### config.mk
export PLATFORM = sky130hd
export DESIGN_NAME = pbcs_top
export DESIGN_NICKNAME = d
export VERILOG_FILES = /design/src/inc/pbcs_pkg.sv /design/src/hdl/pbcs_top.sv
export SDC_FILE = /design/constraint.sdc
export NUM_CORES = 1
export LEC_CHECK = 0
export BUFFER_PORTS_ARGS = -buffer_cell sky130_fd_sc_hd__buf_4
export CELL_PAD_IN_SITES_DETAIL_PLACEMENT = 1
export CELL_PAD_IN_SITES_GLOBAL_PLACEMENT = 1
export CORE_MARGIN = 2
export CORE_UTILIZATION = 39
export DETAILED_ROUTE_END_ITERATION = 12
export GPL_TIMING_DRIVEN = 0
export PLACE_DENSITY = 0.82
export REMOVE_ABC_BUFFERS = 1
export SLEW_MARGIN = 20
export SYNTH_ARGS = -nofsm -noshare
export SYNTH_HDL_FRONTEND = slang
export SYNTH_SLANG_ARGS = --single-unit
export TNS_END_PERCENT = 100
### constraint.sdc
create_clock -name core_clk -period 2.8 [get_ports core_clk]
set_clock_uncertainty 0.05 [all_clocks]
set_input_delay 0.28 -clock core_clk [delete_from_list [all_inputs] [get_ports core_clk]]
set_output_delay 0.28 -clock core_clk [all_outputs]
set_load 0.01 [all_outputs]
### src/inc/pbcs_pkg.sv
// constants and types for the loop base clock select block
package pbcs_pkg;
    // ----------------------------------------------------------------
    // register map (word index on the plain register port)
    // ----------------------------------------------------------------
    localparam logic [1:0] LOOP_CONTROL_REG_ADDR = 2'h0;
    localparam logic [1:0] BANDWIDTH_REG_ADDR = 2'h1;
    localparam logic [1:0] LOOP_DIVIDER_CONFIG_ADDR = 2'h2;

    // ----------------------------------------------------------------
    // field positions
    // ----------------------------------------------------------------
    localparam int CTL_IRQ_ENABLE_BIT = 7;
    localparam int CTL_FLAG_BIT = 6;
    localparam int CTL_POWER_BIT = 5;
    localparam int CTL_VCO_SELECT_BIT = 4;
    localparam logic [7:0] CTL_RESERVED_ONES = 8'h0f;
    localparam int BW_AUTO_BIT = 7;
    localparam int BW_LOCK_BIT = 6;
    localparam int BW_TRACKING_BIT = 5;
    localparam int DIV_MULT_MSB = 7;
    localparam int DIV_MULT_LSB = 4;
    localparam int DIV_RANGE_MSB = 3;
    localparam int DIV_RANGE_LSB = 0;

    // ----------------------------------------------------------------
    // reset values
    // ----------------------------------------------------------------
    localparam logic RST_POWER_ON = 1'b1;
    localparam logic [3:0] RST_MULTIPLIER = 4'h6;
    localparam logic [3:0] RST_RANGE = 4'h6;

    // ----------------------------------------------------------------
    // clock switching, multiplier and range constants
    // ----------------------------------------------------------------
    localparam logic [1:0] SWITCH_EDGES = 2'h3;
    localparam logic [3:0] MULT_ZERO = 4'h0;
    localparam logic [3:0] MULT_ONE = 4'h1;
    localparam real NOMINAL_RANGE_MHZ = 4.9152;

    typedef enum logic [1:0] {
        PBCS_RUN = 2'b00,
        PBCS_DRAIN_OLD = 2'b01,
        PBCS_FILL_NEW = 2'b10
    } pbcs_switch_t;

    typedef struct packed {
        logic irq_enable;
        logic lock_change_flag;
        logic loop_power_on;
        logic base_clock_vco_select;
        logic auto_mode;
        logic manual_tracking;
        logic lock_prev;
        logic [3:0] multiplier_field;
        logic [3:0] range_multiplier_field;
        logic [2:0] xtal_sync;
        logic [2:0] vco_sync;
        pbcs_switch_t sw_state;
        logic [1:0] edge_cnt;
        logic active_vco;
        logic base_clock;
        logic [7:0] rdata;
    } pbcs_state_t;
endpackage : pbcs_pkg

### src/hdl/pbcs_top.sv
// loop base clock select: registers, interlocks, clock switch, lock irq
// Contract
// - multiplier upper nibble, range lower nibble
// - vco runs at multiplier times crystal
// - center frequency is range times nominal
// - multiplier zero divides like one
// - range zero disables loop, blocks vco
// - range zero forces crystal as source
// - select bit picks crystal or vco
// - switch waits three edges each, output held
// - transition output divided by two
// - base clock fifty percent, twice bus
// - vco select refused while loop off
// - loop off refused while vco selected
// - power and select need separate writes
// - select reads zero when off or range zero
// - power forced on while vco selected
// - divider register locked while power on
// - manual mode: irq enable reads zero
// - manual mode: flag and lock read zero
// - oscillator enable gates crystal and loop
// - lock logic drives the interrupt output
// - flag sets on lock toggle, read clears
// - tracking bit status in auto, control manual
//
// Chosen here: the register offsets and the strobed register port.
`timescale 1ns/100ps
module pbcs_top (
    input wire logic core_clk,
    input wire logic reset,
    input wire logic [1:0] reg_addr,
    input wire logic [7:0] reg_wdata,
    input wire logic reg_wr,
    input wire logic reg_rd,
    output logic [7:0] reg_rdata,
    input wire logic crystal_ref_clock,
    input wire logic vco_clock,
    input wire logic osc_enable_in,
    input wire logic lock_detect_in,
    input wire logic tracking_status_in,
    output logic base_clock_out,
    output logic lock_irq_out,
    output logic osc_run,
    output logic loop_enable,
    output logic [3:0] feedback_divide,
    output logic [3:0] vco_range_sel,
    output logic filter_tracking_select
);
    pbcs_pkg::pbcs_state_t st_reg;
    pbcs_pkg::pbcs_state_t st_next;
    logic range_zero;
    logic vco_allowed;
    logic want_vco;
    logic xtal_rise;
    logic vco_rise;
    logic old_rise;
    logic new_rise;
    logic src_rise;
    logic lock_seen;
    logic wr_ctl;
    logic wr_bw;
    logic wr_div;

    // ----------------------------------------------------------------
    // decode and derived terms
    // ----------------------------------------------------------------
    assign range_zero = (st_reg.range_multiplier_field == 4'h0);
    assign vco_allowed = st_reg.loop_power_on & ~range_zero;
    assign want_vco = st_reg.base_clock_vco_select & vco_allowed;
    // edges seen only past the second sync stage, never the first
    assign xtal_rise = st_reg.xtal_sync[1] & ~st_reg.xtal_sync[2];
    assign vco_rise = st_reg.vco_sync[1] & ~st_reg.vco_sync[2];
    assign src_rise = st_reg.active_vco ? vco_rise : xtal_rise;
    assign old_rise = st_reg.active_vco ? vco_rise : xtal_rise;
    assign new_rise = st_reg.active_vco ? xtal_rise : vco_rise;
    // lock status is meaningless in manual mode
    assign lock_seen = st_reg.auto_mode & lock_detect_in;
    assign wr_ctl = reg_wr & (reg_addr == pbcs_pkg::LOOP_CONTROL_REG_ADDR);
    assign wr_bw = reg_wr & (reg_addr == pbcs_pkg::BANDWIDTH_REG_ADDR);
    assign wr_div = reg_wr
        & (reg_addr == pbcs_pkg::LOOP_DIVIDER_CONFIG_ADDR);

    // ----------------------------------------------------------------
    // next state
    // ----------------------------------------------------------------
    always_comb begin
        st_next = st_reg;
        // crystal gated by the oscillator enable
        st_next.xtal_sync = {st_reg.xtal_sync[1:0],
            crystal_ref_clock & osc_enable_in};
        st_next.vco_sync = {st_reg.vco_sync[1:0],
            vco_clock & loop_enable};

        // control register: old power gates select, old select gates
        // power, so one write can never set both or clear both
        if (wr_ctl) begin
            if (st_reg.auto_mode) begin
                st_next.irq_enable =
                    reg_wdata[pbcs_pkg::CTL_IRQ_ENABLE_BIT];
            end
            if (!st_reg.base_clock_vco_select) begin
                st_next.loop_power_on =
                    reg_wdata[pbcs_pkg::CTL_POWER_BIT];
            end
            if (vco_allowed) begin
                st_next.base_clock_vco_select =
                    reg_wdata[pbcs_pkg::CTL_VCO_SELECT_BIT];
            end
        end
        // select held clear while off or range zero
        if (!vco_allowed) begin
            st_next.base_clock_vco_select = 1'b0;
        end
        if (st_reg.base_clock_vco_select) begin
            st_next.loop_power_on = 1'b1;
        end

        // bandwidth register
        if (wr_bw) begin
            st_next.auto_mode = reg_wdata[pbcs_pkg::BW_AUTO_BIT];
            if (!st_reg.auto_mode) begin
                st_next.manual_tracking =
                    reg_wdata[pbcs_pkg::BW_TRACKING_BIT];
            end
        end

        // divider register frozen while the loop runs
        if (wr_div && !st_reg.loop_power_on) begin
            st_next.multiplier_field = reg_wdata[pbcs_pkg::DIV_MULT_MSB:
                pbcs_pkg::DIV_MULT_LSB];
            st_next.range_multiplier_field =
                reg_wdata[pbcs_pkg::DIV_RANGE_MSB:
                pbcs_pkg::DIV_RANGE_LSB];
        end

        // lock change flag: read clears, a toggle in the same cycle wins
        st_next.lock_prev = lock_seen;
        if (reg_rd && reg_addr == pbcs_pkg::LOOP_CONTROL_REG_ADDR) begin
            st_next.lock_change_flag = 1'b0;
        end
        if (lock_seen != st_reg.lock_prev) begin
            st_next.lock_change_flag = 1'b1;
        end
        if (!st_reg.auto_mode) begin
            st_next.lock_change_flag = 1'b0;
        end

        // clock switch: freeze output, drain old edges, fill new ones
        case (st_reg.sw_state)
            pbcs_pkg::PBCS_RUN: begin
                if (want_vco != st_reg.active_vco) begin
                    st_next.sw_state = pbcs_pkg::PBCS_DRAIN_OLD;
                    st_next.edge_cnt = 2'h0;
                end else if (src_rise) begin
                    st_next.base_clock = ~st_reg.base_clock;
                end
            end
            pbcs_pkg::PBCS_DRAIN_OLD: begin
                // a dead old source must not hang the switch
                if (old_rise || range_zero || !osc_enable_in) begin
                    st_next.edge_cnt = st_reg.edge_cnt + 2'h1;
                    if (st_reg.edge_cnt + 2'h1 == pbcs_pkg::SWITCH_EDGES)
                    begin
                        st_next.sw_state = pbcs_pkg::PBCS_FILL_NEW;
                        st_next.edge_cnt = 2'h0;
                    end
                end
            end
            pbcs_pkg::PBCS_FILL_NEW: begin
                if (new_rise) begin
                    st_next.edge_cnt = st_reg.edge_cnt + 2'h1;
                    if (st_reg.edge_cnt + 2'h1 == pbcs_pkg::SWITCH_EDGES)
                    begin
                        st_next.sw_state = pbcs_pkg::PBCS_RUN;
                        st_next.active_vco = ~st_reg.active_vco;
                        st_next.edge_cnt = 2'h0;
                    end
                end
            end
            default: begin
                st_next.sw_state = pbcs_pkg::PBCS_RUN;
            end
        endcase

        // read data, one cycle after the strobe
        st_next.rdata = 8'h00;
        if (reg_rd) begin
            case (reg_addr)
                pbcs_pkg::LOOP_CONTROL_REG_ADDR: begin
                    st_next.rdata = pbcs_pkg::CTL_RESERVED_ONES;
                    st_next.rdata[pbcs_pkg::CTL_IRQ_ENABLE_BIT] =
                        st_reg.irq_enable & st_reg.auto_mode;
                    st_next.rdata[pbcs_pkg::CTL_FLAG_BIT] =
                        st_reg.lock_change_flag & st_reg.auto_mode;
                    st_next.rdata[pbcs_pkg::CTL_POWER_BIT] =
                        st_reg.loop_power_on;
                    st_next.rdata[pbcs_pkg::CTL_VCO_SELECT_BIT] =
                        st_reg.base_clock_vco_select & vco_allowed;
                end
                pbcs_pkg::BANDWIDTH_REG_ADDR: begin
                    st_next.rdata[pbcs_pkg::BW_AUTO_BIT] = st_reg.auto_mode;
                    st_next.rdata[pbcs_pkg::BW_LOCK_BIT] = lock_seen;
                    st_next.rdata[pbcs_pkg::BW_TRACKING_BIT] =
                        filter_tracking_select;
                end
                pbcs_pkg::LOOP_DIVIDER_CONFIG_ADDR: begin
                    st_next.rdata = {st_reg.multiplier_field,
                        st_reg.range_multiplier_field};
                end
                default: begin
                    st_next.rdata = 8'h00;
                end
            endcase
        end
    end

    // ----------------------------------------------------------------
    // state register
    // ----------------------------------------------------------------
    always_ff @(posedge core_clk or posedge reset) begin
        if (reset) begin
            st_reg <= '0;
            st_reg.loop_power_on <= pbcs_pkg::RST_POWER_ON;
            st_reg.multiplier_field <= pbcs_pkg::RST_MULTIPLIER;
            st_reg.range_multiplier_field <= pbcs_pkg::RST_RANGE;
            st_reg.sw_state <= pbcs_pkg::PBCS_RUN;
        end else begin
            st_reg <= st_next;
        end
    end

    // ----------------------------------------------------------------
    // outputs
    // ----------------------------------------------------------------
    assign reg_rdata = st_reg.rdata;
    assign base_clock_out = st_reg.base_clock;
    // interrupt only from the lock logic, only in auto mode
    assign lock_irq_out = st_reg.lock_change_flag & st_reg.irq_enable
        & st_reg.auto_mode;
    assign osc_run = osc_enable_in;
    assign loop_enable = osc_enable_in & vco_allowed;
    // divider value sets vco = n times crystal; zero acts as one
    assign feedback_divide = (st_reg.multiplier_field == pbcs_pkg::MULT_ZERO)
        ? pbcs_pkg::MULT_ONE : st_reg.multiplier_field;
    // analog centre = range times NOMINAL_RANGE_MHZ
    assign vco_range_sel = st_reg.range_multiplier_field;
    assign filter_tracking_select = st_reg.auto_mode ? tracking_status_in
        : st_reg.manual_tracking;
endmodule : pbcs_top

==> impl_metrics.yaml <==
finish:
  antenna_cells: 0
  postLayoutCoreUtil_pct: 48.3
  fill_cells: 478
  largest_reg_flops: 18
  syn_to_final_growth_pct: 19.0
  drive_above_1_share_pct: 36.5
  final_common_cell: "buf_4"
  nets: 215
  finalNonFillerCells: 244
  multiInputGateArea_sq_um: 731
  regArea_sq_um: 882
  final_cell_mix: "buf_4 (39), dfrtp_1 (30), nand2_1 (11), inv_1 (10), a21oi_1 (10)"
sta:
  worst_pin_slew_ns: 0.732
  slew_headroom_pct: 51.2
  fin_tns_setup_ns: 0
  period_share_pct: 74.4
  fin_ws_ns: 0.717
  hold_viol_final: 0
  setup_viol: 0
  max_freq_ghz: 0.480
  grt_setup_unrepaired: "no"
  drv_slew: 0
  period_minus_slack_ns: 2.08
floorplan:
  initial_core_util_pct: 40.6
  die_h_um: 71.5
  pin_count: 40
  placementRows: 24
  fp.dieW_um: 71.5
  die_area_sq_mm: 0.00512
  core_region_area_sq_mm: 0.00438
clock_network:
  cts_root_buf: "clkbuf_8"
  insertion_delay_ns: 0.28
  ctsResizeCount: 0
  cts_tree: "done"
  clock_path_buffers: 2
  cts_buffers: 5
  postCtsHoldBufs: 0
  clk_transition_reported_paths_ns: 0.07
  h-tree-depth: 2
  clock_sinks: 35
  post-cts-setup-buffer-count: 0
setup_path:
  startpoint_type: "flip-flop"
  endpoint_kind: "flip-flop"
  critical_path_required_ns: 2.92
  critPathMaxFanout: 6
  reg2reg_depth: 5
  rrSetupSlack_ns: 0.72
  reg2reg_from: "vco_range_sel[0]"
  path_class: "reg2reg"
  arrival_ns: 2.21
  r2r_end: "st_reg[11]"
drt:
  antenna_left: 0
  wire_per_inst_um: 16.2
  drc: 0
  drtPass1Iterations: 5
  num_vias: 1291
  drtIter0Drc: 50
  routed_wl_um: 3960
  viasPerCell: 5.29
power_and_ir_drop:
  peakVddDrop_mv: 0.364
  p_leak_uw: 0.00101
  power_uw: 1630
  cellPowerDensity_mw_per_mm2: 770
yosys:
  synth_flop_cell: "dfrtp_1"
  async_reset_ff_share_pct: 100
  yosysWarnings: 0
  synth_top_cell_by_area: "dfrtp_1"
  ys_seq_elements: 35
  yosysUniqueCellTypes: 39
  avgSynthCellArea_sq_um: 10.7
  syn_area_sq_mm: 0.00178
  yosysSeqAreaShare_pct: 49.6
  netlist.area_leader.share_pct: 42.2
  syn-instance-count: 166
  yosys-top-cells-area: "dfrtp_1 (42%), dfstp_2 (7.4%), buf_4 (5.5%)"
  synth_edf_count: 0
grt:
  grt_max_degree: 36
  grt_pass1_wl_um: 6760
  grt_usage_pct: 17.1
  gr-total-overflow: 0
  grt_pass1_vias: 1377
  antenna_found_initial: 0
placed_design:
  io_buffer_count: 39
  gp_congestion: 0.791
  hpwl_um: 3030
  pre_cts_ws_ns: 0.708
  dp.cells: 236
run:
  cap_violations: 0
run_status:
  status: "completed"
min_path:
  hold_path_class: "in2async"
[logic make-up after synthesis]
logic type	after synthesis	share of synthesized area, %
buffers and inverters	33	9.70
DFF	35	49.6
AOI/OAI and AO/OA	30	11.5
muxes	13	8.51
adders and majority gates	5	3.52
and+or+nand+nor	48	16.2
xor gates and xnor gates	2	0.985
[through the flow]
stage	hold WS, ns	area [sq um]
after floorplan	0.281	1650
after global placement	0.288	2010
after detailed placement	0.286	2020
after CTS	0.0994	2120
after global routing	0.123	2120
final	0.0780	2120
[routing by layer]
layer | vias to the layer above | share of wire [%] | track usage, %
li1 | 597 | - | -
met1 | 656 | 40 | 19.6
met2 | 32 | 55 | 31.7
met3 | 6 | 4.1 | 4.08
met4 | 0 | 1.1 | 4.40
met5 | - | 0 | 0
[cells in the mapped netlist (2+ instances only)]
cell type,n
a21oi_1,10
and2_1,6
and3_1,2
buf_4,13
clkbuf_1,9
dfrtp_1,30
dfstp_2,5
ha_1,5
inv_1,11
mux2_2,8
mux2_4,2
mux2i_1,2
nand2_1,11
nand2b_1,6
nand3b_1,3
nor2_1,8
nor2b_1,3
o21ai_0,9
o31ai_1,2
xnor2_1,2
[power breakdown]
part | internal (uW) | switching, uW | total [uW]
clock | 224 | 174 | 398
combinational | 262 | 231 | 493
sequential | 636 | 103 | 739
[critical path, stage by stage, from the launching register on]
cell       delay [ns]
dfrtp_1          0.41
o41a_1           0.52
and4_4           0.24
nand4bb_4        0.25
o21bai_4         0.21
mux2_4           0.29
[area by class of cell]
| cell class | count | share of cell area, % |
|---|---|---|
| clock buffer | 8 | 4.73 |
| inverter | 11 | 1.95 |
| tap | 52 | 3.07 |
| multi-input combinational | 98 | 34.5 |
| timing repair buffer | 40 | 14.1 |
| sequential | 35 | 41.7 |
[worst max-delay path by stage]
stage	slack, ns	startpoint	endpoint
3_3_place_gp	0.35	reg_addr[0]	st_reg[27]
4_1_cts	0.69	vco_range_sel[0]	st_reg[11]
5_1_grt	0.65	vco_range_sel[0]	st_reg[10]
6_report	0.72	vco_range_sel[0]	st_reg[11]
2_1_floorplan	0.82	vco_range_sel[0]	st_reg[10]
3_5_place_dp	0.71	vco_range_sel[0]	st_reg[11]
(Power assumes the default switching activity.)
